**config.mk**
```make
export PLATFORM = sky130hd
export DESIGN_NAME = target_end_flat
export DESIGN_NICKNAME = d
export VERILOG_FILES = /design/src/pkg/link_pkg.sv /design/src/pkg/link_if.sv /design/src/rtl/target_end.sv /design/src/flat_wrapper.sv
export VERILOG_INCLUDE_DIRS = /design/src /design/src/pkg
export SDC_FILE = /design/constraint.sdc
export NUM_CORES = 1
export LEC_CHECK = 0
export ABC_AREA = 1
export BUFFER_PORTS_ARGS = -buffer_cell sky130_fd_sc_hd__buf_2
export CELL_PAD_IN_SITES_DETAIL_PLACEMENT = 2
export CELL_PAD_IN_SITES_GLOBAL_PLACEMENT = 2
export CORE_MARGIN = 3
export CORE_UTILIZATION = 35
export CTS_CLUSTER_DIAMETER = 120
export DETAILED_ROUTE_END_ITERATION = 12
export PLACE_DENSITY = 0.89
export SYNTH_ARGS = -nofsm -noshare
export SYNTH_HDL_FRONTEND = slang
export SYNTH_SLANG_ARGS = --single-unit
```
**constraint.sdc**
```tcl
create_clock -name i_clk -period 4.92 [get_ports i_clk]
set_input_delay 0.738 -clock i_clk [delete_from_list [all_inputs] [get_ports i_clk]]
set_output_delay 0.738 -clock i_clk [all_outputs]
set_load 0.1 [all_outputs]
```
**src/pkg/link_cfg.svh**
```systemverilog
// constants for the serial packet link: characters, symbol codes, crc, fields
`ifndef LINK_CFG_SVH
`define LINK_CFG_SVH
`define PKT_DELIM_CHAR 8'h7c
`define PLAIN_SYM_CHAR 8'h1c
`define ST0_ACC     3'h0
`define ST0_RETRY   3'h1
`define ST0_NACC    3'h2
`define ST0_STATUS  3'h4
`define ST1_SOP     3'h0
`define ST1_EOP     3'h2
`define ST1_NOP     3'h7
`define CMD_NONE    3'h0
`define CAUSE_NONE  5'h00
`define CAUSE_FULL  5'h01
`define CAUSE_CHAR  5'h02
`define CAUSE_CRC   5'h04
`define CRC16_INIT  16'hffff
`define CRC16_POLY  16'h1021
`define CRC5_INIT   5'h1f
`define CRC5_POLY   5'h15
`define CRC_MASK    32'h03ff_ffff
`define PAD16       16'h0000
`define MIN_WORDS   4'h3
`define FT_RESP     4'hd
`define TT_RESP     4'h0
`define RESP_ERROR  4'h7
`endif

```
**src/pkg/link_pkg.sv**
```systemverilog
// types and crc helpers shared by both link ends
`include "link_cfg.svh"
package link_pkg;

   typedef enum logic [4:0] {
      CL_DISCARD   = 5'h00,
      CL_UNSUP     = 5'h01,
      CL_NREAD     = 5'h02,
      CL_ATOM_INC  = 5'h03,
      CL_ATOM_DEC  = 5'h04,
      CL_ATOM_SET  = 5'h05,
      CL_ATOM_CLR  = 5'h06,
      CL_NWRITE    = 5'h07,
      CL_NWRITE_R  = 5'h08,
      CL_ATOM_TS   = 5'h09,
      CL_SWRITE    = 5'h0a,
      CL_CONGEST   = 5'h0b,
      CL_MT_RD     = 5'h0c,
      CL_MT_WR     = 5'h0d,
      CL_MT_RD_RSP = 5'h0e,
      CL_MT_WR_RSP = 5'h0f,
      CL_MT_PW     = 5'h10,
      CL_DOORBELL  = 5'h11,
      CL_MESSAGE   = 5'h12,
      CL_RESP      = 5'h13,
      CL_MSG_RESP  = 5'h14,
      CL_RESP_DATA = 5'h15
   } pkt_class_type;

   typedef struct packed {
      pkt_class_type cls;
      logic [3:0]    ftype;
      logic [3:0]    ttype;
      logic [7:0]    dest;
      logic [7:0]    src;
   } pkt_desc_type;

   // msb first over one word
   function automatic logic [15:0] crc16_word(input logic [15:0] c,
                                              input logic [31:0] w);
      logic [15:0] r;
      r = c;
      for (int i = 31; i >= 0; i--) begin
         r = {r[14:0], 1'b0} ^ ((r[15] ^ w[i]) ? `CRC16_POLY : 16'h0000);
      end
      return r;
   endfunction : crc16_word

   function automatic logic [4:0] crc5_sym(input logic [18:0] f);
      logic [4:0] r;
      r = `CRC5_INIT;
      for (int i = 18; i >= 0; i--) begin
         r = {r[3:0], 1'b0} ^ ((r[4] ^ f[i]) ? `CRC5_POLY : 5'h00);
      end
      return r;
   endfunction : crc5_sym

   // delimiting symbols get the packet char, all others the plain char
   function automatic logic [31:0] make_sym(input logic [2:0] st0,
                                            input logic [4:0] p0,
                                            input logic [4:0] p1,
                                            input logic [2:0] st1,
                                            input logic [2:0] cmd);
      logic [18:0] f;
      logic [7:0]  d;
      f = {st0, p0, p1, st1, cmd};
      d = (st1 == `ST1_SOP || st1 == `ST1_EOP) ? `PKT_DELIM_CHAR
                                               : `PLAIN_SYM_CHAR;
      return {d, f, crc5_sym(f)};
   endfunction : make_sym

   function automatic logic sym_good(input logic [31:0] s);
      logic [7:0] d;
      d = (s[10:8] == `ST1_SOP || s[10:8] == `ST1_EOP) ? `PKT_DELIM_CHAR
                                                       : `PLAIN_SYM_CHAR;
      return (s[31:24] == d) && (crc5_sym(s[23:5]) == s[4:0]);
   endfunction : sym_good

endpackage : link_pkg

```
**src/pkg/link_if.sv**
```systemverilog
// word link between initiator end and target end
interface link_if;
   logic        fwd_valid;
   logic        fwd_k;
   logic [31:0] fwd_data;
   logic        bwd_valid;
   logic        bwd_k;
   logic [31:0] bwd_data;

   modport target (input  fwd_valid, fwd_k, fwd_data,
                   output bwd_valid, bwd_k, bwd_data);
   modport initiator (output fwd_valid, fwd_k, fwd_data,
                      input  bwd_valid, bwd_k, bwd_data);
endinterface : link_if

```
**src/rtl/target_end.sv**
```systemverilog
// target end: checks frames, answers with symbols, decodes packet types
// Summary of operation
// - request gets a response to complete transaction; here only unsupported types get one (error), others end at the accepted symbol
// - packets are whole 32-bit words long
// - half-word ending gets zero pad after crc
// - reserved bits sent zero, ignored on receive
// - device id field is eight bits
// - crc skips sequence id and one bit
// - good crc answered with accepted symbol; while the buffer is full it gets not-accepted instead
// - bad crc answered not-accepted; sender retries
// - packets framed by start and end symbols
// - symbols are 24 bits with own crc
// - delimiter then fields 3,5,5,3,3,5 bits
// - first type reports status, second requests
// - delimiting symbols use the packet char
// - other symbols use the plain char
// - bad delimiter char answered as not-accepted
// - no end delimiter after a symbol
// - undefined format types dropped before logical units
// - unsupported types get an error response
// - format 2: read and atomics decode
// - formats 5, 6, 7 decode
// - format 8 maintenance decode
// - formats 10, 11, 13 decode
// - accept primary id, or secondary in multicast
`include "link_cfg.svh"
module target_end
   import link_pkg::*;
(
   input  wire logic         i_clk,
   input  wire logic         i_rst_n,
   link_if.target            lk,
   input  wire logic [7:0]   i_primary_id,
   input  wire logic [7:0]   i_secondary_id,
   input  wire logic         i_multicast_en,
   input  wire logic         i_pkt_ready,
   output logic              o_pkt_valid,
   output pkt_desc_type      o_pkt,
   output logic              o_discard,
   output logic              o_nack
);

   typedef enum logic [1:0] {RX_IDLE = 2'b01, RX_BODY = 2'b10} rx_state_type;

   typedef enum logic [5:0] {
      RP_IDLE = 6'h01, RP_SOP = 6'h02, RP_HDR0 = 6'h04,
      RP_HDR1 = 6'h08, RP_CRC = 6'h10, RP_EOP  = 6'h20
   } reply_state_type;

   function automatic pkt_class_type classify(input logic [3:0] ft,
                                              input logic [3:0] tt);
      pkt_class_type c;
      c = CL_UNSUP;
      unique case (ft)
         4'h2: begin
            unique case (tt)
               4'h4:    c = CL_NREAD;
               4'hc:    c = CL_ATOM_INC;
               4'hd:    c = CL_ATOM_DEC;
               4'he:    c = CL_ATOM_SET;
               4'hf:    c = CL_ATOM_CLR;
               default: c = CL_UNSUP;
            endcase
         end
         4'h5: begin
            unique case (tt)
               4'h4:    c = CL_NWRITE;
               4'h5:    c = CL_NWRITE_R;
               4'he:    c = CL_ATOM_TS;
               default: c = CL_UNSUP;
            endcase
         end
         4'h6: c = CL_SWRITE;
         4'h7: c = CL_CONGEST;
         4'h8: begin
            unique case (tt)
               4'h0:    c = CL_MT_RD;
               4'h1:    c = CL_MT_WR;
               4'h2:    c = CL_MT_RD_RSP;
               4'h3:    c = CL_MT_WR_RSP;
               4'h4:    c = CL_MT_PW;
               default: c = CL_UNSUP;
            endcase
         end
         4'ha: c = CL_DOORBELL;
         4'hb: c = CL_MESSAGE;
         4'hd: begin
            unique case (tt)
               4'h0:    c = CL_RESP;
               4'h1:    c = CL_MSG_RESP;
               4'h8:    c = CL_RESP_DATA;
               default: c = CL_UNSUP;
            endcase
         end
         // format 0 counts as defined but unsupported
         4'h0: c = CL_UNSUP;
         default: c = CL_DISCARD; // 1,3,4,9,12,14,15
      endcase
      return c;
   endfunction : classify

   rx_state_type    state_reg, state_next;
   reply_state_type rp_reg, rp_next;
   logic [3:0]   cnt_reg, cnt_next;
   logic [15:0]  crc_reg, crc_next;
   logic [31:0]  last_reg, last_next, hdr0_reg, hdr0_next;
   logic [31:0]  hdr1_reg, hdr1_next;
   logic [7:0]   rdest_reg, rdest_next;
   logic         bv_reg, bv_next, bk_reg, bk_next;
   logic [31:0]  bd_reg, bd_next;
   logic         disc_reg, disc_next, nack_reg, nack_next;
   logic         v0_reg, v0_next, v1_reg, v1_next;
   pkt_desc_type d0_reg, d0_next, d1_reg, d1_next;

   logic          is_sym, is_word, sym_ok, bad_sym, eop, frame_ok;
   logic          id_hit, accept, reject, push, want_resp, discard;
   logic [2:0]    st1;
   logic [4:0]    cause;
   logic [31:0]   rh0, rh1;
   pkt_class_type cls;
   pkt_desc_type  nd;

   // field split symbol crc and char checked together
   assign st1     = lk.fwd_data[10:8];
   assign is_sym  = lk.fwd_valid && lk.fwd_k;
   assign is_word = lk.fwd_valid && !lk.fwd_k;
   assign sym_ok  = sym_good(lk.fwd_data);
   assign bad_sym = is_sym && !sym_ok;
   assign eop     = is_sym && sym_ok && st1 == `ST1_EOP &&
                    state_reg == RX_BODY;
   // word framing makes length whole words; last word is crc plus pad
   assign frame_ok = cnt_reg >= `MIN_WORDS &&
                     last_reg[31:16] == crc_reg &&
                     last_reg[15:0] == `PAD16;
   // header bits outside the named fields are never looked at
   assign cls = classify(hdr0_reg[19:16], hdr1_reg[31:28]);
   assign id_hit = hdr0_reg[15:8] == i_primary_id ||
                   (i_multicast_en &&
                    hdr0_reg[15:8] == i_secondary_id);
   // a full buffer refuses the frame so the sender's retry keeps it
   assign accept    = eop && frame_ok && !v1_reg;
   assign reject    = bad_sym || (eop && !accept);
   assign push      = accept && id_hit &&
                      cls != CL_DISCARD && cls != CL_UNSUP;
   assign want_resp = accept && id_hit && cls == CL_UNSUP;
   assign discard   = accept && (!id_hit || cls == CL_DISCARD);
   assign cause = bad_sym ? `CAUSE_CHAR : (v1_reg && frame_ok) ?
                  `CAUSE_FULL : `CAUSE_CRC;
   assign nd = '{cls: cls, ftype: hdr0_reg[19:16],
                 ttype: hdr1_reg[31:28], dest: hdr0_reg[15:8],
                 src: hdr0_reg[7:0]};
   // error reply header; reserved bits zero
   assign rh0 = {5'h00, 3'h0, 4'h0, `FT_RESP, rdest_reg, i_primary_id};
   assign rh1 = {`TT_RESP, `RESP_ERROR, 24'h00_0000};

   // receive framing and running crc
   always_comb begin
      state_next = state_reg;
      cnt_next   = cnt_reg;
      crc_next   = crc_reg;
      last_next  = last_reg;
      hdr0_next  = hdr0_reg;
      hdr1_next  = hdr1_reg;
      if (is_sym && sym_ok && st1 == `ST1_SOP) begin
         state_next = RX_BODY;
         cnt_next   = 4'h0;
         crc_next   = `CRC16_INIT;
      end else if (eop || bad_sym) begin
         state_next = RX_IDLE;
      end else if (is_word && state_reg == RX_BODY) begin
         // crc trails one word so the crc word itself is left out
         if (cnt_reg == 4'h1) begin
            crc_next = crc16_word(crc_reg, last_reg & `CRC_MASK);
         end else if (cnt_reg != 4'h0) begin
            crc_next = crc16_word(crc_reg, last_reg);
         end
         last_next = lk.fwd_data;
         if (cnt_reg == 4'h0) begin
            hdr0_next = lk.fwd_data;
         end
         if (cnt_reg == 4'h1) begin
            hdr1_next = lk.fwd_data;
         end
         if (cnt_reg != 4'hf) begin
            cnt_next = cnt_reg + 4'h1;
         end
      end
   end

   // reply stream: ack symbol, then optional error response packet.
   // events during a reply are lost; the sender holds one packet open.
   always_comb begin
      rp_next    = rp_reg;
      rdest_next = rdest_reg;
      bv_next    = 1'b0;
      bk_next    = 1'b0;
      bd_next    = 32'h0000_0000;
      disc_next  = discard;
      nack_next  = reject;
      unique case (rp_reg)
         RP_IDLE: begin
            if (accept || reject) begin
               bv_next = 1'b1;
               bk_next = 1'b1;
               bd_next = make_sym(accept ? `ST0_ACC : `ST0_NACC,
                                  hdr0_reg[31:27],
                                  accept ? `CAUSE_NONE : cause,
                                  `ST1_NOP, `CMD_NONE);
               rdest_next = hdr0_reg[7:0];
               rp_next = want_resp ? RP_SOP : RP_IDLE;
            end
         end
         RP_SOP: begin
            bv_next = 1'b1;
            bk_next = 1'b1;
            bd_next = make_sym(`ST0_STATUS, `CAUSE_NONE, `CAUSE_NONE,
                               `ST1_SOP, `CMD_NONE);
            rp_next = RP_HDR0;
         end
         RP_HDR0: begin
            bv_next = 1'b1;
            bd_next = rh0;
            rp_next = RP_HDR1;
         end
         RP_HDR1: begin
            bv_next = 1'b1;
            bd_next = rh1;
            rp_next = RP_CRC;
         end
         RP_CRC: begin
            bv_next = 1'b1;
            bd_next = {crc16_word(crc16_word(`CRC16_INIT,
                                             rh0 & `CRC_MASK), rh1),
                       `PAD16};
            rp_next = RP_EOP;
         end
         RP_EOP: begin
            bv_next = 1'b1;
            bk_next = 1'b1;
            bd_next = make_sym(`ST0_STATUS, `CAUSE_NONE, `CAUSE_NONE,
                               `ST1_EOP, `CMD_NONE);
            rp_next = RP_IDLE;
         end
      endcase
   end

   // two-entry descriptor buffer toward the logical units
   always_comb begin
      v0_next = v0_reg;
      v1_next = v1_reg;
      d0_next = d0_reg;
      d1_next = d1_reg;
      if (v0_reg && i_pkt_ready) begin
         v0_next = v1_reg;
         d0_next = d1_reg;
         v1_next = 1'b0;
      end
      if (push) begin
         if (!v0_next) begin
            v0_next = 1'b1;
            d0_next = nd;
         end else begin
            v1_next = 1'b1;
            d1_next = nd;
         end
      end
   end

   always_ff @(posedge i_clk) begin
      if (!i_rst_n) begin
         state_reg <= RX_IDLE;
         cnt_reg   <= 4'h0;
         crc_reg   <= `CRC16_INIT;
         last_reg  <= 32'h0000_0000;
         hdr0_reg  <= 32'h0000_0000;
         hdr1_reg  <= 32'h0000_0000;
      end else begin
         state_reg <= state_next;
         cnt_reg   <= cnt_next;
         crc_reg   <= crc_next;
         last_reg  <= last_next;
         hdr0_reg  <= hdr0_next;
         hdr1_reg  <= hdr1_next;
      end
   end

   always_ff @(posedge i_clk) begin
      if (!i_rst_n) begin
         rp_reg    <= RP_IDLE;
         rdest_reg <= 8'h00;
         bv_reg    <= 1'b0;
         bk_reg    <= 1'b0;
         bd_reg    <= 32'h0000_0000;
         disc_reg  <= 1'b0;
         nack_reg  <= 1'b0;
      end else begin
         rp_reg    <= rp_next;
         rdest_reg <= rdest_next;
         bv_reg    <= bv_next;
         bk_reg    <= bk_next;
         bd_reg    <= bd_next;
         disc_reg  <= disc_next;
         nack_reg  <= nack_next;
      end
   end

   always_ff @(posedge i_clk) begin
      if (!i_rst_n) begin
         v0_reg <= 1'b0;
         v1_reg <= 1'b0;
         d0_reg <= '0;
         d1_reg <= '0;
      end else begin
         v0_reg <= v0_next;
         v1_reg <= v1_next;
         d0_reg <= d0_next;
         d1_reg <= d1_next;
      end
   end

   assign lk.bwd_valid = bv_reg;
   assign lk.bwd_k     = bk_reg;
   assign lk.bwd_data  = bd_reg;
   assign o_pkt_valid  = v0_reg;
   assign o_pkt        = d0_reg;
   assign o_discard    = disc_reg;
   assign o_nack       = nack_reg;

endmodule : target_end

```
**src/flat_wrapper.sv**
```systemverilog
// flat-port wrapper written by rule: the top's interface ports become plain ports
module target_end_flat import link_pkg::*;
  (i_clk, i_rst_n, i_primary_id, i_secondary_id, i_multicast_en, i_pkt_ready, o_pkt_valid, o_pkt, o_discard, o_nack, lk_fwd_valid, lk_fwd_k, lk_fwd_data, lk_bwd_valid, lk_bwd_k, lk_bwd_data);
  link_if lk_i ();
  input  wire logic i_clk;
  input  wire logic i_rst_n;
  input  wire logic [7:0] i_primary_id;
  input  wire logic [7:0] i_secondary_id;
  input  wire logic i_multicast_en;
  input  wire logic i_pkt_ready;
  output logic o_pkt_valid;
  output pkt_desc_type o_pkt;
  output logic o_discard;
  output logic o_nack;
  input wire logic [$bits(lk_i.fwd_valid)-1:0] lk_fwd_valid;
  input wire logic [$bits(lk_i.fwd_k)-1:0] lk_fwd_k;
  input wire logic [$bits(lk_i.fwd_data)-1:0] lk_fwd_data;
  output wire logic [$bits(lk_i.bwd_valid)-1:0] lk_bwd_valid;
  output wire logic [$bits(lk_i.bwd_k)-1:0] lk_bwd_k;
  output wire logic [$bits(lk_i.bwd_data)-1:0] lk_bwd_data;
  assign lk_i.fwd_valid = lk_fwd_valid;
  assign lk_i.fwd_k = lk_fwd_k;
  assign lk_i.fwd_data = lk_fwd_data;
  assign lk_bwd_valid = lk_i.bwd_valid;
  assign lk_bwd_k = lk_i.bwd_k;
  assign lk_bwd_data = lk_i.bwd_data;
  target_end u_core (.i_clk(i_clk), .i_rst_n(i_rst_n), .lk(lk_i), .i_primary_id(i_primary_id), .i_secondary_id(i_secondary_id), .i_multicast_en(i_multicast_en), .i_pkt_ready(i_pkt_ready), .o_pkt_valid(o_pkt_valid), .o_pkt(o_pkt), .o_discard(o_discard), .o_nack(o_nack));
endmodule
```
# Word-level counts from Yosys, hierarchy flattened
# Index checks and enable logic that the tools add are counted.
[word_totals]
reg_bits = 228
inputBits = 54
out_inout_bits = 66
wordCells = 552
[classes]
n_addsub = 1
magnitude_cmp = 1
eq_ne = 36
mux = 180
bitwise_logic = 256
n_reduce_logical = 53
[op_table]
columns = ["cell", "count"]
rows = [
  ["$xor A16 B16 Y16", 111],
  ["$mux W13", 112],
  ["$mux W5", 40],
  ["$pmux W32 S6", 1],
  ["$xor A5 B5 Y5", 36],
  ["$mux W29", 4],
  ["$xor A1 B1 Y1", 103],
  ["$pmux W5 S9", 1],
  ["$eq A4 B4 Y1 const B", 9],
  ["$pmux W6 S6", 1],
  ["$mux W16", 2],
  ["$pmux W5 S5", 1],
  ["$eq A8 B8 Y1", 3],
  ["$logic_and A1 B1 Y1", 22],
  ["$eq A4 B3 Y1 const B", 5],
  ["$eq A16 B16 Y1", 1],
  ["$logic_not A16 Y1", 1],
  ["$pmux W3 S5", 1],
  ["$pmux W5 S3", 1],
  ["$eq A4 B2 Y1 const B", 3],
  ["$logic_not A4 Y1", 3],
  ["$pmux W4 S3", 1],
  ["$reduce_and A3 Y1", 3],
  ["$eq A4 B1 Y1 const B", 2],
  ["35 further kinds", 60],
]

# Depth between registers and ports, before layout
[depth]
depth_word = 114
depth_mapped = 40

# Worst setup path before layout
# Ideal clock, no wire load.
[synth_path]
kind = "in2reg"
start = "input port lk_fwd_data[21]"
end = "register u_core.d0_reg (netlist bit u_core.o_pkt[26])"
setup_time_ns = 0.132
arrival_time_ns = 3.704
required_time_ns = 4.788
setup_slack_ns = 1.084
cell_stages = 31
path_buffers = 1
cell_sequence = "xnor2_1 nand2_1 nand2_1 nand2_1 nand2_2 xor2_2 nand2_1 nand2_1 inv_1 nand2_1 nand2_2 inv_1 nand3_2 nand3_1 nand3_1 nand2_2 nand2_1 nand2_1 nor2_1 nor2_1 nand2_1 nor2_2 nand4_4 inv_2 and2_2 nand3_2 inv_2 buf_2 nand2_1 nand2_1 a21oi_1"
[synth_via]
elab_chain_cells = 62
[synth_rtl]
columns = ["element", "line", "rtl"]
rows = [
  ["start, declared", "flat_wrapper.sv:17", "input wire logic [$bits(lk_i.fwd_data)-1:0] lk_fwd_data;"],
  ["$xor A1 B1 Y1 *", "link_pkg.sv:53", "r = {r[3:0], 1'b0} ^ ((r[4] ^ f[i]) ? `CRC5_POLY : 5'h00);"],
  ["$mux W5 *", "link_pkg.sv:53", ""],
  ["$xor A5 B5 Y5 *", "link_pkg.sv:53", ""],
  ["$xor A1 B1 Y1", "link_pkg.sv:53", ""],
  ["$mux W5", "link_pkg.sv:53", ""],
  ["$xor A5 B5 Y5 *", "link_pkg.sv:53", ""],
  ["$xor A1 B1 Y1", "link_pkg.sv:53", ""],
  ["$mux W5", "link_pkg.sv:53", ""],
  ["[... 44 more ...]", "--", ""],
  ["$logic_and A1 B1 Y1 *", "link_pkg.sv:76", "return (s[31:24] == d) && (crc5_sym(s[23:5]) == s[4:0]);"],
  ["$logic_and A1 B1 Y1 *", "target_end.sv:129", "assign eop = is_sym && sym_ok && st1 == `ST1_EOP &&"],
  ["$logic_and A1 B1 Y1 (no line) *", "--", ""],
  ["$logic_and A1 B1 Y1 *", "target_end.sv:129", ""],
  ["$logic_and A1 B1 Y1 * (2 in a row)", "target_end.sv:141", "assign accept = eop && frame_ok && !v1_reg;"],
  ["$logic_and A1 B1 Y1 * (2 in a row)", "target_end.sv:143", "assign push = accept && id_hit &&"],
  ["$logic_and A1 B1 Y1 *", "target_end.sv:144", "cls != CL_DISCARD && cls != CL_UNSUP;"],
  ["$mux W29 *", "target_end.sv:258", "if (push) begin"],
  ["end signal, assigned", "target_end.sv:316", "d0_reg <= d0_next;"],
  ["end, declared", "target_end.sv:113", "pkt_desc_type d0_reg, d0_next, d1_reg, d1_next;"],
]
# Mark *: on every way between the ends. The rest lies on a longest branch, timed or not.
# A chain may end at the register's enable or synchronous reset.

# Worst setup path in the final report
[layout_path]
start = "input port lk_fwd_data[21]"
end = "register u_core.d1_reg[0] (netlist name)"
[layout_via]
elab_chain_cells = 62
[layout_rtl]
columns = ["element", "line", "rtl"]
rows = [
  ["$xor A1 B1 Y1 *", "link_pkg.sv:53", ""],
  ["$mux W5 *", "link_pkg.sv:53", ""],
  ["$xor A5 B5 Y5 *", "link_pkg.sv:53", ""],
  ["$xor A1 B1 Y1", "link_pkg.sv:53", ""],
  ["$mux W5", "link_pkg.sv:53", ""],
  ["$xor A5 B5 Y5 *", "link_pkg.sv:53", ""],
  ["$xor A1 B1 Y1", "link_pkg.sv:53", ""],
  ["$mux W5", "link_pkg.sv:53", ""],
  ["[... 44 more ...]", "--", ""],
  ["$logic_and A1 B1 Y1 *", "link_pkg.sv:76", ""],
  ["$logic_and A1 B1 Y1 *", "target_end.sv:129", ""],
  ["$logic_and A1 B1 Y1 (no line) *", "--", ""],
  ["$logic_and A1 B1 Y1 *", "target_end.sv:129", ""],
  ["$logic_and A1 B1 Y1 * (2 in a row)", "target_end.sv:141", ""],
  ["$logic_and A1 B1 Y1 * (2 in a row)", "target_end.sv:143", ""],
  ["$logic_and A1 B1 Y1 *", "target_end.sv:144", ""],
  ["$reduce_and A2 Y1 (no line) *", "--", ""],
  ["end signal, assigned", "target_end.sv:317", "d1_reg <= d1_next;"],
  ["end, declared", "target_end.sv:113", ""],
]
# Marked as above.

==> results.md <==
- Die ar.: 35,120 µm²
- Setup-failing EPs final: 3
- Area leader, netlist: dfxtp_1
- Cell area power density: 465.2 nW/µm²
- Failing checks: setup timing
- Nets: 1,721
- FP Rows: 65
- Grt ovf: 0
- Pin count of the biggest net entering global routing: 78
- WS Path Type: in2reg
- Core area: 31,960 µm²
- Most frequent CP cell: nand2_1
- Routed WL: 57,890 µm
- Arr. time, crit path: 5350 ps
- Ys async rst share: 0%
- Endpoint, Worst Hold: u_core.state_reg[1]
- IO Count: 120
- Beginning of the worst hold path: u_core.state_reg[1]
- Syn Nets: 1,600
- Synth Warn #: 0
- Max Freq: 201.9 MHz
- Vias in the first global route: 12,930
- Synthesized area: 11,520 µm²
- Via Count: 12,170
- Post-DRT Antenna Nets: 0
- Fin crit period: 4954 ps
- Hold Path Cell Cnt: 2
- Placed wire-length estimate: 36,500 µm
- Synthesis-to-finish area growth: 16.73%
- WP data required: 5320 ps
- H-tree Lvls: 4
- Run status: finished, violations left
- Worst R2R Start: u_core.crc_reg[14]
- Slowest stage cell, crit path: nor2_4
- Drt pass-1 iters: 5
- Synth cell count leaders: 254 x nand2_1, 193 x dfxtp_1, 170 x xor2_1, 165 x inv_1, 144 x o21ai_0
- Sequential share of the synthesized area: 33.55%
- Worst-Margin Slew: 1224 ps
- Total track usage: 28.10%
- Post-synthesis area per instance: 7.464 µm²
- CP max FO: 14
- # clock sinks: 193
- Num CTS Buffers: 17
- Max stage delay on crit path: 300 ps
- Starting density of the core: 36.03%
- Final period util: 100.7%
- Slew headroom: 18.34%
- Peak supply drop: 1030 µV
- R2R cell count: 12
- Die width: 187.4 µm
- Worst Hold Class: reg2reg
- Sequential cell area: 3864 µm²
- Mapped Cells: 1,543
- Slew Viols, Final: 0
- Post-Place Worst Slack: -165.2 ps
- Initial antenna violation count: 2
- Crit path launch type: primary input
- Post-synth top area share: 33.55%
- Worst skew pair latency: 480 ps
- Reg2reg end: u_core.crc_reg[14]
- Layout cell share with drive strength beyond 1: 17.29%
- Clk slew on worst S/H paths: 100 ps
- First DRT Iteration DRCs: 939
- Gpl congestion: 0.8829
- Hold_buf cts: 0
- Count leader, synth: nand2_1
- Hold_ws: 539.1 ps
- Final setup margin: -33.89 ps
- DRC errors left: 0
- Multi-input logic area: 6888 µm²
- Vias per cell: 5.761
- First-pass GRT wire length: 76,850 µm
- Largest cells by area after synthesis: dfxtp_1 34%, xor2_1 13%, nand2_1 8.3%
- CTS tree: built
- Setup Skew: 31.09 ps
- Fin. Hold Viols: 0
- Pwr Total: 6254 µW
- Synth Flop Type: dfxtp_1
- Fillers: 3,667
- Critical path endpoint category: flop
- Post-synth EDFFs: 0
- Clk buf depth: 2
- Unique cell type count in the Yosys netlist: 55
- Max Cap Violations: 0
- Sum of negative setup slack: -60.64 ps
- Die Height: 187.4 µm
- Drt wl/cell: 27.40 µm
- FF+latch count, synth: 193
- Port Buffer Count: 119
- R2R setup slack: 160 ps
- Static leakage power: 0.006215 µW
- Root buffer cell: clkbuf_16
==> worst max-delay path, delay by kind of cell <==
| kind | cells | cell delay [ps] |
|---|---|---|
| buf+inv | 7 | 960 |
| simple gates | 22 | 3130 |
| xor+xnor | 2 | 390 |
| compound gates | 1 | 110 |
==> kinds of logic after synthesis <==
group                    Yosys count  synth area share (%)
AND/OR/NAND/NOR                  510                 19.75
AO/OA/AOI/OAI                    323                 15.38
XOR/XNOR                         260                 20.99
buffers and inverters            229                 7.615
flip-flops                       193                 33.55
multiplexers                      25                 2.390
adder cells (fa/ha/maj)            3                0.3259
==> worst max-delay path by stage <==
stage / from / endpoint / slack [ps] / depth (start not counted)
5_1_grt: lk_fwd_data[22] / u_core.d1_reg[0] / -300 / 36
3_5_place_dp: lk_fwd_data[21] / u_core.d1_reg[2] / -170 / 31
3_3_place_gp: lk_fwd_data[21] / u_core.lk.bwd_data[1] / 250 / 33
2_1_floorplan: lk_fwd_data[21] / u_core.o_pkt[26] / 1080 / 31
4_1_cts: lk_fwd_data[21] / u_core.lk.bwd_data[16] / 130 / 34
6_report: lk_fwd_data[21] / u_core.d1_reg[0] / -30 / 32
==> timing repair <==
action	in CTS	in global routing
buffers inserted	0	19
resized for setup	0	37
setup endpoints to repair	0	84
==> layer usage <==
metal  wire length (µm)  share of wire, %  global-route usage [%]  vias to the layer above
met5                 13             0.022                       0                        -
met4               4023               6.9                   12.90                        2
met3               3195               5.5                   4.423                      255
met2              28880                50                   51.48                      584
met1              21770                38                   31.97                     6083
li1                   -                 -                       -                     5249
==> power by group <==
group | total (µW) | switching (µW) | internal, µW
registers | 1580 | 8.96 | 1570
logic | 3240 | 2170 | 1060
clock network | 1440 | 768 | 670
total | 6250 | 2950 | 3300
==> layout by cell type (no fill, tap or decap), drive strengths merged, types with 7 or more instances in the layout <==
master,count
clkbuf,22
mux2,20
inv,183
xnor2,81
nor4,8
buf,150
xor2,177
nand3,74
a21oi,121
a221oi,11
nor2,98
o21ai,149
nor3,11
nand2,265
nand4,15
a211oi,12
dfxtp,193
or2,32
clkinv,7
o22ai,7
==> through the flow <==
stage,cell area [µm²],std cells,utilization (%)
5_1_grt,13440,2113,42.06
3_3_place_gp,12580,2060,39.37
2_1_floorplan,11520,1543,-
4_1_cts,13140,2092,41.10
3_5_place_dp,12580,2060,39.37
6_report,13440,2113,42.06
==> layout make-up <==
type,instances,area share [%]
sequential,193,28.74
inverter,178,5.007
timing repair buffer,153,6.840
clock buffer,19,3.220
clock inverter,13,0.8934
multi-input combinational,1121,51.23
tap,435,4.048
antenna,1,0.01861
Power figures use the tool's default switching activity.
